[src/verilog/tcp_pkg.sv]
package tcp_pkg;

    // Register byte addresses on the AXI4-Lite bus
    localparam logic [7:0] OFS_INT_CTRL     = 8'h00;
    localparam logic [7:0] OFS_PER_FLAGS    = 8'h04;
    localparam logic [7:0] OFS_PER_MASK     = 8'h08;
    localparam logic [7:0] OFS_WIDE_CTRL    = 8'h0c;
    localparam logic [7:0] OFS_WIDE_COUNT   = 8'h10;
    localparam logic [7:0] OFS_NARROW_CTRL  = 8'h14;
    localparam logic [7:0] OFS_NARROW_COUNT = 8'h18;
    localparam logic [7:0] OFS_NARROW_PER   = 8'h1c;
    localparam logic [7:0] OFS_CCP_CTRL     = 8'h20;
    localparam logic [7:0] OFS_CCP_DATA     = 8'h24;

    // Reset values and writable-bit masks
    localparam logic [7:0]  RST_BYTE        = 8'h00;
    localparam logic [15:0] RST_WORD        = 16'h0000;
    localparam logic [7:0]  WMASK_INT_CTRL  = 8'h7f;
    localparam logic [7:0]  WMASK_FLAGS     = 8'h0f;
    localparam logic [7:0]  WMASK_WIDE_CTRL = 8'h3f;
    localparam logic [7:0]  WMASK_NAR_CTRL  = 8'h7f;
    localparam logic [7:0]  WMASK_CCP_CTRL  = 8'h3f;

    // Interrupt control fields
    localparam int IC_PORT_CHG   = 0;
    localparam int IC_PORT_EDGE  = 1;
    localparam int IC_FR_OVF     = 2;
    localparam int IC_EN_LO      = 3;
    localparam int IC_PERIPH_EN  = 6;

    // Peripheral flag / mask fields
    localparam int PF_WIDE   = 0;
    localparam int PF_NARROW = 1;
    localparam int PF_CCP    = 2;
    localparam int PF_SERIAL = 3;

    // Wide timer control fields
    localparam int WT_ON     = 0;
    localparam int WT_EXT    = 1;
    localparam int WT_SYNC   = 2;
    localparam int WT_PRE_LO = 4;

    // Narrow timer control fields
    localparam int NT_PRE_LO  = 0;
    localparam int NT_ON      = 2;
    localparam int NT_POST_LO = 3;

    // Capture/compare control fields
    localparam int CC_MODE_LO = 2;
    localparam int CC_MOD_LO  = 0;
    localparam int CC_DUTY_LO = 4;

    // Oscillator divided by four
    localparam logic [1:0] OSC_DIV_LAST = 2'h3;

    // Prescaler terminal counts (divisor minus one)
    localparam logic [2:0] WPRE_MAX1  = 3'h0;
    localparam logic [2:0] WPRE_MAX2  = 3'h1;
    localparam logic [2:0] WPRE_MAX4  = 3'h3;
    localparam logic [2:0] WPRE_MAX8  = 3'h7;
    localparam logic [3:0] NPRE_MAX1  = 4'h0;
    localparam logic [3:0] NPRE_MAX4  = 4'h3;
    localparam logic [3:0] NPRE_MAX16 = 4'hf;
    localparam logic [15:0] WIDE_ALL_ONES = 16'hffff;

    // AXI responses
    localparam logic [1:0] RESP_OKAY   = 2'h0;
    localparam logic [1:0] RESP_SLVERR = 2'h2;

    typedef enum logic [3:0] {
        CCM_OFF     = 4'b0001,
        CCM_CAPTURE = 4'b0010,
        CCM_COMPARE = 4'b0100,
        CCM_PWM     = 4'b1000
    } tcp_ccp_mode_type;

endpackage

[src/verilog/tcp_timer_block.sv]
`timescale 1ns/100ps
module tcp_timer_block
    import tcp_pkg::*;
(
    // Clock and reset
    input  logic        aclk,
    input  logic        aresetn,
    // AXI4-Lite write address and data
    input  logic [7:0]  s_axi_awaddr,
    input  logic        s_axi_awvalid,
    output logic        s_axi_awready,
    input  logic [31:0] s_axi_wdata,
    input  logic [3:0]  s_axi_wstrb,
    input  logic        s_axi_wvalid,
    output logic        s_axi_wready,
    // AXI4-Lite write response
    output logic [1:0]  s_axi_bresp,
    output logic        s_axi_bvalid,
    input  logic        s_axi_bready,
    // AXI4-Lite read
    input  logic [7:0]  s_axi_araddr,
    input  logic        s_axi_arvalid,
    output logic        s_axi_arready,
    output logic [31:0] s_axi_rdata,
    output logic [1:0]  s_axi_rresp,
    output logic        s_axi_rvalid,
    input  logic        s_axi_rready,
    // Event sources
    input  logic [7:0]  data_port,
    input  logic        free_running_counter_ovf,
    input  logic        serial_port_event,
    input  logic        external_clock_pin,
    // Capture/compare unit pin
    input  logic        ccp_pin_in,
    output logic        ccp_pin_out,
    output logic        ccp_pin_oe,
    // Interrupt requests
    output logic        peripheral_irq,
    output logic        processor_irq
);

    logic        awready_ff, wready_ff, bvalid_ff, arready_ff, rvalid_ff;
    logic        aw_have_ff, w_have_ff;
    logic [1:0]  bresp_ff, rresp_ff;
    logic [7:0]  awaddr_ff;
    logic [31:0] wdata_ff, rdata_ff;
    logic [3:0]  wstrb_ff;
    logic [7:0]  int_ctrl_ff, flags_ff, mask_ff, wide_ctrl_ff;
    logic [7:0]  nar_ctrl_ff, nar_count_ff, nar_period_ff, ccp_ctrl_ff;
    logic [15:0] wide_count_ff, ccp_data_ff;
    logic [7:0]  port_prev_ff;
    logic [1:0]  osc_div_ff;
    logic        ext_meta_ff, ext_sync_ff, ext_prev_ff;
    logic [2:0]  wide_pre_ff;
    logic [3:0]  nar_pre_ff, nar_post_ff;
    logic        cap_prev_ff, cmp_eq_ff;
    logic        pin_out_ff, pin_oe_ff, periph_irq_ff, proc_irq_ff;
    tcp_ccp_mode_type ccp_mode;

    // Bus handshake decode
    wire aw_take = s_axi_awvalid & awready_ff;
    wire w_take  = s_axi_wvalid & wready_ff;
    wire ar_take = s_axi_arvalid & arready_ff;
    wire wr_fire = aw_have_ff & w_have_ff & ~bvalid_ff;
    wire lane0   = wstrb_ff[0];
    wire lane1   = wstrb_ff[1];
    wire [7:0] wd_lo = wdata_ff[7:0];
    wire [7:0] wd_hi = wdata_ff[15:8];
    wire nxt_aw_have = (aw_have_ff | aw_take) & ~wr_fire;
    wire nxt_w_have  = (w_have_ff | w_take) & ~wr_fire;
    wire nxt_rvalid  = (rvalid_ff & ~s_axi_rready) | ar_take;

    wire wr_ic   = wr_fire & lane0 & (awaddr_ff == OFS_INT_CTRL);
    wire wr_fl   = wr_fire & lane0 & (awaddr_ff == OFS_PER_FLAGS);
    wire wr_mk   = wr_fire & lane0 & (awaddr_ff == OFS_PER_MASK);
    wire wr_wc   = wr_fire & lane0 & (awaddr_ff == OFS_WIDE_CTRL);
    wire sel_wn  = wr_fire & (awaddr_ff == OFS_WIDE_COUNT);
    wire wr_nc   = wr_fire & lane0 & (awaddr_ff == OFS_NARROW_CTRL);
    wire wr_nn   = wr_fire & lane0 & (awaddr_ff == OFS_NARROW_COUNT);
    wire wr_np   = wr_fire & lane0 & (awaddr_ff == OFS_NARROW_PER);
    wire wr_cc   = wr_fire & lane0 & (awaddr_ff == OFS_CCP_CTRL);
    wire sel_cd  = wr_fire & (awaddr_ff == OFS_CCP_DATA);
    wire wr_wn   = sel_wn & (lane0 | lane1);
    wire wr_cd   = sel_cd & (lane0 | lane1);
    wire wr_map  = (awaddr_ff == OFS_INT_CTRL) | (awaddr_ff == OFS_PER_FLAGS)
                 | (awaddr_ff == OFS_PER_MASK) | (awaddr_ff == OFS_WIDE_CTRL)
                 | (awaddr_ff == OFS_WIDE_COUNT) | (awaddr_ff == OFS_NARROW_CTRL)
                 | (awaddr_ff == OFS_NARROW_COUNT) | (awaddr_ff == OFS_NARROW_PER)
                 | (awaddr_ff == OFS_CCP_CTRL) | (awaddr_ff == OFS_CCP_DATA);

    // Read decode
    wire [15:0] rd_val =
        (s_axi_araddr == OFS_INT_CTRL)     ? {8'h00, int_ctrl_ff}   :
        (s_axi_araddr == OFS_PER_FLAGS)    ? {8'h00, flags_ff}      :
        (s_axi_araddr == OFS_PER_MASK)     ? {8'h00, mask_ff}       :
        (s_axi_araddr == OFS_WIDE_CTRL)    ? {8'h00, wide_ctrl_ff}  :
        (s_axi_araddr == OFS_WIDE_COUNT)   ? wide_count_ff          :
        (s_axi_araddr == OFS_NARROW_CTRL)  ? {8'h00, nar_ctrl_ff}   :
        (s_axi_araddr == OFS_NARROW_COUNT) ? {8'h00, nar_count_ff}  :
        (s_axi_araddr == OFS_NARROW_PER)   ? {8'h00, nar_period_ff} :
        (s_axi_araddr == OFS_CCP_CTRL)     ? {8'h00, ccp_ctrl_ff}   :
        (s_axi_araddr == OFS_CCP_DATA)     ? ccp_data_ff            : 16'h0000;
    wire rd_map = (s_axi_araddr == OFS_INT_CTRL) | (s_axi_araddr == OFS_PER_FLAGS)
                | (s_axi_araddr == OFS_PER_MASK) | (s_axi_araddr == OFS_WIDE_CTRL)
                | (s_axi_araddr == OFS_WIDE_COUNT) | (s_axi_araddr == OFS_NARROW_CTRL)
                | (s_axi_araddr == OFS_NARROW_COUNT) | (s_axi_araddr == OFS_NARROW_PER)
                | (s_axi_araddr == OFS_CCP_CTRL) | (s_axi_araddr == OFS_CCP_DATA);

    // Port events
    wire port_chg  = |(data_port[7:4] ^ port_prev_ff[7:4]);
    wire port_edge = data_port[0] ^ port_prev_ff[0];

    // Wide timer clocking
    wire quarter_tick = (osc_div_ff == OSC_DIV_LAST);
    wire ext_sel  = wide_ctrl_ff[WT_SYNC] ? ext_sync_ff : external_clock_pin;
    wire ext_rise = ext_sel & ~ext_prev_ff;
    wire src_tick = wide_ctrl_ff[WT_EXT] ? ext_rise : quarter_tick;
    wire [1:0] wpre_sel = wide_ctrl_ff[WT_PRE_LO +: 2];
    wire [2:0] wpre_max = (wpre_sel == 2'h3) ? WPRE_MAX8 :
                          (wpre_sel == 2'h2) ? WPRE_MAX4 :
                          (wpre_sel == 2'h1) ? WPRE_MAX2 : WPRE_MAX1;
    wire wide_on   = wide_ctrl_ff[WT_ON];
    wire wide_tick = wide_on & src_tick & (wide_pre_ff == wpre_max);
    wire [15:0] wide_wr_val = {lane1 ? wd_hi : wide_count_ff[15:8],
                               lane0 ? wd_lo : wide_count_ff[7:0]};
    wire wide_ovf  = wide_tick & (wide_count_ff == WIDE_ALL_ONES) & ~wr_wn;

    // Narrow timer
    wire [1:0] npre_sel = nar_ctrl_ff[NT_PRE_LO +: 2];
    wire [3:0] npre_max = npre_sel[1] ? NPRE_MAX16 :
                          npre_sel[0] ? NPRE_MAX4 : NPRE_MAX1;
    wire [3:0] post_max = nar_ctrl_ff[NT_POST_LO +: 4];
    wire nar_on    = nar_ctrl_ff[NT_ON];
    wire nar_inc   = nar_on & quarter_tick & (nar_pre_ff == npre_max);
    wire nar_match = nar_inc & (nar_count_ff == nar_period_ff) & ~wr_nn;
    wire nar_ovf   = nar_match & (nar_post_ff == post_max);

    // Capture/compare unit
    always_comb begin
        case (ccp_ctrl_ff[CC_MODE_LO +: 2])
            2'h1:    ccp_mode = CCM_CAPTURE;
            2'h2:    ccp_mode = CCM_COMPARE;
            2'h3:    ccp_mode = CCM_PWM;
            default: ccp_mode = CCM_OFF;
        endcase
    end
    wire [1:0] ccp_mod = ccp_ctrl_ff[CC_MOD_LO +: 2];
    // Modifier bit 0 picks the capture edge: set is rising, clear is falling
    wire cap_edge  = ccp_mod[0] ? (ccp_pin_in & ~cap_prev_ff) : (~ccp_pin_in & cap_prev_ff);
    wire cap_event = (ccp_mode == CCM_CAPTURE) & cap_edge;
    wire cmp_eq    = (wide_count_ff == ccp_data_ff);
    wire cmp_event = (ccp_mode == CCM_COMPARE) & cmp_eq & ~cmp_eq_ff;
    wire [15:0] ccp_wr_val = {lane1 ? wd_hi : ccp_data_ff[15:8],
                              lane0 ? wd_lo : ccp_data_ff[7:0]};
    // Exact 10-bit steps only with prescale 1; otherwise the two low bits
    // follow the oscillator quarter phase and resolution drops accordingly.
    wire [9:0] pwm_duty  = {ccp_data_ff[7:0], ccp_ctrl_ff[CC_DUTY_LO +: 2]};
    wire [9:0] pwm_phase = {nar_count_ff, osc_div_ff};
    wire pwm_level = (pwm_phase < pwm_duty);
    wire nxt_pin_out = (ccp_mode == CCM_PWM) ? pwm_level :
                       (cmp_event & ~ccp_mod[1]) ? ~ccp_mod[0] :
                       (ccp_mode == CCM_COMPARE) ? pin_out_ff : 1'b0;
    wire nxt_pin_oe  = (ccp_mode == CCM_PWM) | (ccp_mode == CCM_COMPARE);

    // Register next values; hardware sets win over a simultaneous clear
    wire [7:0] ic_set = {5'h00, free_running_counter_ovf, port_edge, port_chg};
    wire [7:0] pf_set = {4'h0, serial_port_event, cap_event | cmp_event,
                         nar_ovf, wide_ovf};
    wire [7:0] nxt_int_ctrl = (wr_ic ? (wd_lo & WMASK_INT_CTRL) : int_ctrl_ff) | ic_set;
    wire [7:0] nxt_flags = (wr_fl ? (wd_lo & WMASK_FLAGS) : flags_ff) | pf_set;
    wire [15:0] nxt_wide_count = wr_wn ? wide_wr_val :
                                 wide_tick ? wide_count_ff + 16'h0001 : wide_count_ff;
    wire [7:0] nxt_nar_count = wr_nn ? wd_lo :
                               nar_match ? RST_BYTE :
                               nar_inc ? nar_count_ff + 8'h01 : nar_count_ff;
    wire [15:0] nxt_ccp_data = wr_cd ? ccp_wr_val : cap_event ? wide_count_ff : ccp_data_ff;
    wire [2:0] nxt_wide_pre = (~wide_on | (src_tick & (wide_pre_ff == wpre_max))) ? 3'h0 :
                              src_tick ? wide_pre_ff + 3'h1 : wide_pre_ff;
    wire [3:0] nxt_nar_pre = (~nar_on | (quarter_tick & (nar_pre_ff == npre_max))) ? 4'h0 :
                             quarter_tick ? nar_pre_ff + 4'h1 : nar_pre_ff;
    wire [3:0] nxt_nar_post = ~nar_on ? 4'h0 : nar_ovf ? 4'h0 :
                              nar_match ? nar_post_ff + 4'h1 : nar_post_ff;
    wire core_req   = |(int_ctrl_ff[IC_FR_OVF:IC_PORT_CHG]
                        & int_ctrl_ff[IC_EN_LO +: 3]);
    wire periph_req = int_ctrl_ff[IC_PERIPH_EN] & |(flags_ff & mask_ff);

    // Bus slave
    always_ff @(posedge aclk) begin
        if (!aresetn) begin
            aw_have_ff <= 1'b0;
            w_have_ff  <= 1'b0;
            awready_ff <= 1'b0;
            wready_ff  <= 1'b0;
            bvalid_ff  <= 1'b0;
            bresp_ff   <= RESP_OKAY;
        end else begin
            aw_have_ff <= nxt_aw_have;
            w_have_ff  <= nxt_w_have;
            awready_ff <= ~nxt_aw_have;
            wready_ff  <= ~nxt_w_have;
            bvalid_ff  <= wr_fire | (bvalid_ff & ~s_axi_bready);
            if (wr_fire) begin
                bresp_ff <= wr_map ? RESP_OKAY : RESP_SLVERR;
            end
        end
    end

    always_ff @(posedge aclk) begin
        if (aw_take) begin
            awaddr_ff <= s_axi_awaddr;
        end
        if (w_take) begin
            wdata_ff <= s_axi_wdata;
            wstrb_ff <= s_axi_wstrb;
        end
    end

    always_ff @(posedge aclk) begin
        if (!aresetn) begin
            arready_ff <= 1'b0;
            rvalid_ff  <= 1'b0;
            rdata_ff   <= 32'h0000_0000;
            rresp_ff   <= RESP_OKAY;
        end else begin
            arready_ff <= ~nxt_rvalid;
            rvalid_ff  <= nxt_rvalid;
            if (ar_take) begin
                rdata_ff <= {16'h0000, rd_val};
                rresp_ff <= rd_map ? RESP_OKAY : RESP_SLVERR;
            end
        end
    end

    // Software registers
    always_ff @(posedge aclk) begin
        if (!aresetn) begin
            int_ctrl_ff   <= RST_BYTE;
            flags_ff      <= RST_BYTE;
            mask_ff       <= RST_BYTE;
            wide_ctrl_ff  <= RST_BYTE;
            nar_ctrl_ff   <= RST_BYTE;
            nar_period_ff <= RST_BYTE;
            ccp_ctrl_ff   <= RST_BYTE;
        end else begin
            int_ctrl_ff <= nxt_int_ctrl;
            flags_ff    <= nxt_flags;
            if (wr_mk) mask_ff <= wd_lo & WMASK_FLAGS;
            if (wr_wc) wide_ctrl_ff <= wd_lo & WMASK_WIDE_CTRL;
            if (wr_nc) nar_ctrl_ff <= wd_lo & WMASK_NAR_CTRL;
            if (wr_np) nar_period_ff <= wd_lo;
            if (wr_cc) ccp_ctrl_ff <= wd_lo & WMASK_CCP_CTRL;
        end
    end

    // Timers and event history
    always_ff @(posedge aclk) begin
        if (!aresetn) begin
            wide_count_ff <= RST_WORD;
            nar_count_ff  <= RST_BYTE;
            ccp_data_ff   <= RST_WORD;
            wide_pre_ff   <= 3'h0;
            nar_pre_ff    <= 4'h0;
            nar_post_ff   <= 4'h0;
            osc_div_ff    <= 2'h0;
            port_prev_ff  <= RST_BYTE;
            ext_meta_ff   <= 1'b0;
            ext_sync_ff   <= 1'b0;
            ext_prev_ff   <= 1'b0;
            cap_prev_ff   <= 1'b0;
            cmp_eq_ff     <= 1'b0;
        end else begin
            wide_count_ff <= nxt_wide_count;
            nar_count_ff  <= nxt_nar_count;
            ccp_data_ff   <= nxt_ccp_data;
            wide_pre_ff   <= nxt_wide_pre;
            nar_pre_ff    <= nxt_nar_pre;
            nar_post_ff   <= nxt_nar_post;
            osc_div_ff    <= osc_div_ff + 2'h1;
            port_prev_ff  <= data_port;
            ext_meta_ff   <= external_clock_pin;
            ext_sync_ff   <= ext_meta_ff;
            ext_prev_ff   <= ext_sel;
            cap_prev_ff   <= ccp_pin_in;
            cmp_eq_ff     <= cmp_eq;
        end
    end

    // Pin and interrupt outputs
    always_ff @(posedge aclk) begin
        if (!aresetn) begin
            pin_out_ff    <= 1'b0;
            pin_oe_ff     <= 1'b0;
            periph_irq_ff <= 1'b0;
            proc_irq_ff   <= 1'b0;
        end else begin
            pin_out_ff    <= nxt_pin_out;
            pin_oe_ff     <= nxt_pin_oe;
            periph_irq_ff <= periph_req;
            proc_irq_ff   <= core_req | periph_req;
        end
    end

    assign s_axi_awready = awready_ff;
    assign s_axi_wready  = wready_ff;
    assign s_axi_bvalid  = bvalid_ff;
    assign s_axi_bresp   = bresp_ff;
    assign s_axi_arready = arready_ff;
    assign s_axi_rvalid  = rvalid_ff;
    assign s_axi_rdata   = rdata_ff;
    assign s_axi_rresp   = rresp_ff;
    assign ccp_pin_out   = pin_out_ff;
    assign ccp_pin_oe    = pin_oe_ff;
    assign peripheral_irq = periph_irq_ff;
    assign processor_irq  = proc_irq_ff;
endmodule // tcp_timer_block

[config.mk]
export PLATFORM = sky130hd
export DESIGN_NAME = tcp_timer_block
export DESIGN_NICKNAME = d
export VERILOG_FILES = /design/src/verilog/tcp_pkg.sv /design/src/verilog/tcp_timer_block.sv
export SDC_FILE = /design/constraint.sdc
export NUM_CORES = 1
export LEC_CHECK = 0
export ABC_AREA = 1
export BUFFER_PORTS_ARGS = -buffer_cell sky130_fd_sc_hd__buf_4
export CORE_AREA = 2 2 159 161
export CTS_CLUSTER_SIZE = 10
export DETAILED_ROUTE_END_ITERATION = 8
export DIE_AREA = 0 0 161 163
export GPL_TIMING_DRIVEN = 0
export PLACE_DENSITY = 0.63
export SLEW_MARGIN = 40
export SYNTH_ARGS = -nofsm -noshare
export SYNTH_HDL_FRONTEND = slang
export SYNTH_SLANG_ARGS = --single-unit
[constraint.sdc]
create_clock -name aclk -period 2.5 [get_ports aclk]
set_clock_uncertainty 0.2 [all_clocks]
set_input_delay 0.5 -clock aclk [delete_from_list [all_inputs] [get_ports aclk]]
set_output_delay 0.5 -clock aclk [all_outputs]
set_load 0.02 [all_outputs]
# After elaboration in Yosys (flattened, before gate mapping)
# Index checks and enable logic that the tools add are counted.
word_totals:
  reg_bits: 170
  input_bits: 71
  out_inout_bits: 45
  elab_cells: 228
classes:
  n_addsub: 6
  magnitude_cmp: 1
  n_eq_ne: 39
  n_mux: 35
  bitwise: 93
  n_reduce_logical: 15
ops:
  columns: ["op", "n"]
  rows:
  - ["$mux 16", 14]
  - ["$eq 8x5->1 const B", 8]
  - ["$mux 8", 7]
  - ["$and 1x1->1", 41]
  - ["$eq 8x4->1 const B", 4]
  - ["$eq 8x6->1 const B", 4]
  - ["$or 1x1->1", 28]
  - ["$not 1->1", 18]
  - ["$add 16x1->16 const B", 1]
  - ["$eq 16x16->1", 1]
  - ["$eq 16x16->1 const B", 1]
  - ["$eq 8x3->1 const B", 2]
  - ["$logic_not 8->1", 2]
  - ["$pmux 4 s3", 1]
  - ["$eq 2x2->1 const B", 5]
  - ["$lt 10x10->1", 1]
  - ["$add 4x1->4 const B", 2]
  - ["$add 8x1->8 const B", 1]
  - ["$and 8x4->8", 1]
  - ["$eq 4x4->1", 2]
  - ["$eq 8x8->1", 1]
  - ["$mux 2", 4]
  - ["$ne 2x2->1 const B", 4]
  - ["$or 8x3->8", 1]
  - ["other kinds (22)", 35]

# Logic depth before layout (Yosys ltp)
# Gate-level depths: netlist of run 1.
logic_depth:
  ltp_word: 11
  depth_mapped: 12
  depth_no_buf: 12

# Worst setup path after synthesis of run 1
# OpenSTA, ideal clock, no wires.
synth_path:
  kind: "register -> register"
  start: "reg osc_div_ff[0]"
  end: "reg nar_post_ff[0]"
  setup_time_ns: 0.117
  arrival_ns: 1.516
  t_required_ns: 2.183
  slack_ns: 0.667
  path_stages_with_launch: 11
  path_buffers: 0
  synth_period_minus_slack_ns: 1.833
  cell_sequence: "dfxtp_1 > ha_1 > inv_2 > o21ai_2 > nand4_4 > nor2_1 > nand2_1 > nor2_1 > nand2_1 > nand2_1 > a21oi_1"
synth_via:
  elab_chain_len: 7
synth_lines:
  columns: ["element", "line", "text"]
  rows:
  - ["start, declared", "tcp_timer_block.sv:52", "logic [1:0] osc_div_ff;"]
  - ["start signal, assigned", "tcp_timer_block.sv:278", "osc_div_ff <= osc_div_ff + 2'h1;"]
  - ["$eq 2x2->1 (*)", "tcp_timer_block.sv:114", "wire quarter_tick = (osc_div_ff == OSC_DIV_LAST);"]
  - ["$and 1x1->1 (*) (2 in series)", "tcp_timer_block.sv:134", "wire nar_inc = nar_on & quarter_tick & (nar_pre_ff == npre_max);"]
  - ["$and 1x1->1 (*) (2 in series)", "tcp_timer_block.sv:135", "wire nar_match = nar_inc & (nar_count_ff == nar_period_ff) & ~wr_nn;"]
  - ["$and 1x1->1", "tcp_timer_block.sv:136", "wire nar_ovf = nar_match & (nar_post_ff == post_max);"]
  - ["$reduce_or 3->1 (no source line)", null, null]
  - ["end signal, assigned", "tcp_timer_block.sv:277", "nar_post_ff <= nxt_nar_post;"]
  - ["end, declared", "tcp_timer_block.sv:55", "logic [3:0] nar_pre_ff, nar_post_ff;"]
# Mark *: on every way between the ends. The rest lies on a longest branch, timed or not.
# A chain may end at the register's enable or synchronous reset.

# Final worst setup path of run 1
# Same ends and word-level chain as after synthesis.

==> flow_summary.json, run 1 <==
{
  "status": "completed",
  "crit_path_end_kind": "flop",
  "p_comb_frac": 0.066,
  "r2r_setup_slack_ns": 0.24,
  "intPower_mw": 4.21,
  "synth_fa_ha_area_frac": 0.0221,
  "async_reset_ff_frac": 0,
  "die_w_um": 161,
  "ys.flop_type": "dfxtp_1",
  "fillers": 2590,
  "min_to": "wdata_ff[1]$_DFFE_PP_",
  "cts_buffer_depth": 2,
  "crit_arrival_ns": 2.39,
  "power_density_nw_per_um2": 563,
  "fp-row-count": 58,
  "cts_buffers": 17,
  "post_drt_wl_per_cell_um": 16.3,
  "syn_area_per_cell_um2": 7.29,
  "via_per_inst": 4.94,
  "synth_top_family_by_area": "simple AND/OR/NAND/NOR gates",
  "rsz0062_at_grt": "false",
  "worst_slew_pin_slew_ns": 0.791,
  "ys_types": 46,
  "synth_edf_count": 26,
  "synth.area.mux_share": 0.00118,
  "nets": 1362,
  "drt_pre_antenna_iters": 5,
  "antenna_found_initial": 0,
  "required_ns": 2.63,
  "slowest_stage": "dfxtp_1",
  "synth_common_cells": "nand2_1, dfxtp_1, inv_1",
  "n_antenna_cell": 0,
  "grt_pass1_vias": 7386,
  "final_layout_size_suffix_gt1_frac": 0.153,
  "maxSlewViolCount": 0,
  "pin_count": 116,
  "core_area_um2": 24700,
  "synth_simple_gate_area_frac": 0.248,
  "clk_latency_ns": 0.44,
  "synth_compound_area_frac": 0.180,
  "hp-class": "input pin to flop",
  "slowest_delay_ns": 0.36,
  "path_cells": "ha_2, inv_2, o21ai_2, nand4_4, nor2_1, nand2_1, nor2_1, nand2_1, nand2_1, a21oi_1",
  "grt_overflow": 0,
  "dpl.hpwl_mm": 19.7,
  "netlist_top_cells_area": "dfxtp_1, nand2_1, edfxtp_1",
  "synth_area_um2": 8500,
  "p_leak_nw": 4.25,
  "final-hold-violation-count": 0,
  "grt_max_degree": 19,
  "ys_seq_area_frac": 0.407,
  "dieArea_um2": 26200,
  "place_inst": 1587,
  "setup-violations-final": 0,
  "yosys_warnings": 0,
  "p_sw_mw": 1.48,
  "drt_iter0_markers": 570,
  "path_common_cell": "nand2_1",
  "ff2ff_path_depth": 10,
  "numClockSinks": 160,
  "initial_core_util": 0.344,
  "grt_util_all_layers": 0.203,
  "root_buffer": "clkbuf_16",
  "drtAntennaViolNets": 0,
  "numPortBuffers": 74,
  "yosys.cell_count.top_type": "nand2_1",
  "synth_xor_xnor_area_share": 0.0381,
  "post-route-period-util": 0.904,
  "area_growth_pct": 18.9,
  "reg2reg_to": "nar_post_ff[0]$_SDFFE_PP0N_",
  "sw_frac_of_total": 0.260,
  "via_count": 7995,
  "drcViolationCount": 0,
  "grt_pass1_wl_mm": 40.6,
  "period_minus_slack_ns": 2.26,
  "holdPathStages": 1,
  "gp_congestion": 0.959,
  "fmax_mhz": 442,
  "relSlewSlack": 0.473,
  "cts.clk_slew.worst_paths_ns": 0.07,
  "critPathKind": "flop to flop",
  "power_frac_clock": 0.459,
  "fin_tns_setup_ns": 0,
  "cts_setup_buffers": 0,
  "synth_cells": 1166,
  "wirelength_mm": 26.3,
  "startpoint_type": "flop",
  "regToRegStartpoint": "osc_div_ff[0]$_SDFF_PN0_",
  "dieHeight_um": 163,
  "ir_worst_vdd_v": 0.000339,
  "instances_no_fill": 1619,
  "cap_violations": 0,
  "htree_num_levels": 4,
  "synth_top_area_frac": 0.316,
  "yosys_register_bits": 160,
  "yosysTopAreaCell": "dfxtp_1",
  "p_seq_frac": 0.475,
  "crit_fanout": 10,
  "hold_path.startpoint": "s_axi_wdata[1]",
  "cts_tree": "built"
}
[worst max-delay path: cells and delay by family (launching register included)]
kind,cells,cell delay (ns)
simple gates,6,0.97
flops,1,0.36
fa+ha+maj,1,0.28
compound gates,2,0.22
buf+inv,1,0.09
[cells in the final DEF (no fill, tap or decap), types with 4 or more instances in the layout]
master     instances
o211ai_1          11
ha_1              14
buf_4             93
nor2_1            97
o22ai_1           11
buf_2             10
xnor2_1            8
a21oi_1          118
o21ai_0           68
clkbuf_16         17
inv_6              7
nand2_2            4
clkbuf_1          19
nor2_4             8
a31oi_1           13
edfxtp_1          26
inv_1            130
dfxtp_1          134
nand3_1           52
inv_2             14
nor3_1            18
nor2_2             4
xor2_1            29
nand4_1           18
o21ai_2            8
o21ai_1           38
conb_1            18
clkbuf_2           4
nand2_1          252
[per-layer routing]
metal,GRT usage,vias up,wire [µm]
met5,0,-,0
met4,0.0820,0,768
met3,0.0407,43,1900
met2,0.320,289,11600
met1,0.272,3645,12100
li1,-,4018,-
[layout make-up]
| class | count | area [µm²] | area share |
|---|---|---|---|
| plain buffers | 57 | 325 | 0.0322 |
| multi-input cells | 820 | 4230 | 0.419 |
| clock buffers | 17 | 425 | 0.0421 |
| flip-flops and latches | 160 | 3460 | 0.343 |
| clock inverters | 15 | 146 | 0.0145 |
| repair buffers | 74 | 556 | 0.0550 |
| inverters | 146 | 548 | 0.0542 |
| well taps | 330 | 413 | 0.0409 |
[sequential cells by signal (all words and copies together), names as in the netlist, 7 cells and up]
register       cells
wide_count_ff     16
int_ctrl_ff        7
s_axi_rdata       16
nar_count_ff       8
awaddr_ff          8
nar_period_ff      8
wdata_ff          16
ccp_data_ff       16
nar_ctrl_ff        7
[worst max path at each step]
stage	from	end	cells past startpoint	slack (ns)
after CTS	osc_div_ff[0]$_SDFF_PN0_	nar_post_ff[0]$_SDFFE_PP0N_	10	0.15
after global routing	osc_div_ff[0]$_SDFF_PN0_	nar_post_ff[2]$_SDFFE_PP0N_	10	0.06
after global placement	s_axi_araddr[0]	s_axi_rdata[7]$_SDFFE_PN0P_	9	0.03
after detailed placement	s_axi_araddr[0]	s_axi_rdata[7]$_SDFFE_PN0P_	9	0.01
final	osc_div_ff[0]$_SDFF_PN0_	nar_post_ff[0]$_SDFFE_PP0N_	10	0.24
after floorplan	osc_div_ff[0]$_SDFF_PN0_	nar_post_ff[0]$_SDFFE_PP0N_	10	0.67
[power by group through the flow]
stage | clock network (mW) | registers, mW | logic, mW
final | 2.61 | 2.70 | 0.376
after global routing | 2.75 | 2.71 | 0.412
after CTS | 2.65 | 2.70 | 0.375
after detailed placement | 0 | 2.76 | 0.373
after global placement | 0 | 2.76 | 0.370
after floorplan | 0 | 2.76 | 0.207
[what timing repair did]
item | 4_1_cts | 5_1_grt
endpoints found under the setup margin | 0 | 4
hold buffers | 0 | 0
resized for setup | 0 | 1
endpoints found under the hold margin | 0 | 0
[logic make-up after synthesis]
| group | count (synthesis) |
|---|---|
| simple gates | 471 |
| compound gates | 278 |
| other cells | 1 |
| xor+xnor | 37 |
| fa+ha+maj | 15 |
| mux | 1 |
| flops | 160 |
| buf+inv | 203 |
[through the flow]
| step | instance area, µm² | worst slack (ns) | hold slack [ns] | util | power [mW] |
|---|---|---|---|---|---|
| 6_report | 10100 | 0.239 | 0.0348 | 0.410 | 5.69 |
| 2_1_floorplan | 8560 | 0.667 | 0.190 | - | 2.97 |
| 3_3_place_gp | 9530 | 0.0341 | 0.198 | 0.386 | 3.13 |
| 3_5_place_dp | 9530 | 0.0110 | 0.206 | 0.386 | 3.14 |
| 5_1_grt | 10100 | 0.0609 | 0.0240 | 0.410 | 5.87 |
| 4_1_cts | 10100 | 0.145 | 0.0173 | 0.409 | 5.73 |
Note: power is estimated with default switching activity, not from simulation.
==> run 2: changes to the inputs <==
- RECOVER_POWER: default -> 25
==> flow_summary.json, run 2 (same netlist as run 1, synthesis figures left out) <==
{
  "status": "completed",
  "intPower_mw": 4.20,
  "setup-violations-final": 0,
  "fp-row-count": 58,
  "fillers": 2599,
  "cap_violations": 0,
  "via_per_inst": 4.95,
  "numPortBuffers": 74,
  "final-seq-area_um2": 3460,
  "grt_util_all_layers": 0.203,
  "relSlewSlack": 0.484,
  "wirelength_mm": 26.2,
  "crit_fanout": 10,
  "grt_pass1_vias": 7386,
  "cts_tree": "built",
  "cts_buffers": 17,
  "numClockSinks": 160,
  "htree_num_levels": 4,
  "antenna_found_initial": 0,
  "pre_cts_slack_ns": 0.0110,
  "power_frac_clock": 0.459,
  "r2r_setup_slack_ns": 0.23,
  "crit_path_end_kind": "flop",
  "cts.clk_slew.worst_paths_ns": 0.07,
  "critPathKind": "flop to flop",
  "nets": 1362,
  "startpoint_type": "flop",
  "holdPathStages": 3,
  "drcViolationCount": 0,
  "drt_pre_antenna_iters": 5,
  "root_buffer": "clkbuf_16",
  "final_common_cell": "nand2_1",
  "post-route-period-util": 0.907,
  "dieArea_um2": 26200,
  "cts_buffer_depth": 2,
  "ir_worst_vdd_v": 0.000337,
  "dieHeight_um": 163,
  "crit_arrival_ns": 2.40,
  "multi_input_area_um2": 4230,
  "sw_frac_of_total": 0.260,
  "p_seq_frac": 0.476,
  "reg2reg_to": "nar_post_ff[0]$_SDFFE_PP0N_",
  "initial_core_util": 0.344,
  "p_leak_nw": 4.22,
  "cts_setup_buffers": 0,
  "drtAntennaViolNets": 0,
  "hp-class": "input pin to flop",
  "regToRegStartpoint": "osc_div_ff[0]$_SDFF_PN0_",
  "worst_slew_pin_slew_ns": 0.774,
  "dpl.hpwl_mm": 19.7,
  "required_ns": 2.63,
  "area_growth_pct": 18.6,
  "fmax_mhz": 441,
  "gp_congestion": 0.959,
  "via_count": 8020,
  "post_drt_wl_per_cell_um": 16.2,
  "min_to": "port_prev_ff[5]$_SDFF_PN0_",
  "grt_pass1_wl_mm": 40.6,
  "final_layout_size_suffix_gt1_frac": 0.147,
  "drt_iter0_markers": 519,
  "worst_slack_ns": 0.232,
  "period_minus_slack_ns": 2.27,
  "fin_tns_setup_ns": 0,
  "layout.cells.most_common_list": "nand2_1, dfxtp_1, inv_1",
  "grt_max_degree": 19,
  "p_comb_frac": 0.065,
  "final-hold-violation-count": 0,
  "core_area_um2": 24700,
  "p_sw_mw": 1.48,
  "clk_latency_ns": 0.44,
  "power_density_nw_per_um2": 564,
  "rsz0062_at_grt": "false",
  "grt_overflow": 0,
  "maxSlewViolCount": 0,
  "n_antenna_cell": 0,
  "pin_count": 116,
  "ff2ff_path_depth": 10,
  "die_w_um": 161,
  "hold_path.startpoint": "data_port[5]"
}
==> run 2: power by group through the flow <==
| stage | clock network (mW) | logic [mW] | registers (mW) |
|---|---|---|---|
| floorplan | 0 | 0.207 | 2.76 |
| global placement | 0 | 0.370 | 2.76 |
| detailed placement | 0 | 0.373 | 2.76 |
| CTS | 2.65 | 0.375 | 2.70 |
| global route | 2.75 | 0.406 | 2.71 |
| finish | 2.61 | 0.369 | 2.70 |
==> run 2: layout make-up <==
cell class / count / area share
Timing Repair Buffer: 74 / 0.0521
Inverter: 146 / 0.0544
Clock inverter: 15 / 0.0145
Sequential cell: 160 / 0.344
Buffer: 57 / 0.0323
Clock buffer: 17 / 0.0422
Multi-Input combinational cell: 820 / 0.420
Tap cell: 330 / 0.0410
==> run 2: how the worst max path moves through the flow <==
| stage | startpoint | endpoint | slack [ns] | cells after the start |
|---|---|---|---|---|
| 2_1_floorplan | osc_div_ff[0]$_SDFF_PN0_ | nar_post_ff[0]$_SDFFE_PP0N_ | 0.67 | 10 |
| 3_3_place_gp | s_axi_araddr[0] | s_axi_rdata[7]$_SDFFE_PN0P_ | 0.03 | 9 |
| 3_5_place_dp | s_axi_araddr[0] | s_axi_rdata[7]$_SDFFE_PN0P_ | 0.01 | 9 |
| 4_1_cts | osc_div_ff[0]$_SDFF_PN0_ | nar_post_ff[0]$_SDFFE_PP0N_ | 0.15 | 10 |
| 5_1_grt | osc_div_ff[0]$_SDFF_PN0_ | nar_post_ff[2]$_SDFFE_PP0N_ | 0.06 | 10 |
| 6_report | osc_div_ff[0]$_SDFF_PN0_ | nar_post_ff[0]$_SDFFE_PP0N_ | 0.23 | 10 |
==> run 2: timing repair <==
action / 4_1_cts / 5_1_grt
hold buffers: 0 / 0
setup endpoints to repair: 0 / 4
resized for setup: 0 / 1
==> run 2: critical path, stage by stage, from the launching register on <==
cell and delay, ns:
dfxtp_1 0.37, ha_2 0.28, inv_2 0.09, o21ai_2 0.16
nand4_4 0.19, nor2_1 0.18, nand2_1 0.13, nor2_1 0.17
nand2_1 0.14, nand2_1 0.17, a21oi_1 0.06
==> run 2: per-stage QoR <==
stage	hold WS (ns)	instance area (µm²)	power [mW]	std cells	utilization
floorplan	0.190	8560	2.97	1183	-
global placement	0.198	9530	3.13	1587	0.386
detailed placement	0.206	9530	3.14	1587	0.386
CTS	0.0173	10100	5.73	1619	0.409
global route	0.0479	10100	5.87	1619	0.408
finish	0.0523	10100	5.68	1619	0.408
==> run 2: routing by layer <==
layer | track usage | wire length [µm]
met1 | 0.272 | 12000
met2 | 0.320 | 11500
met3 | 0.0407 | 2010
met4 | 0.0820 | 756
met5 | 0 | 0
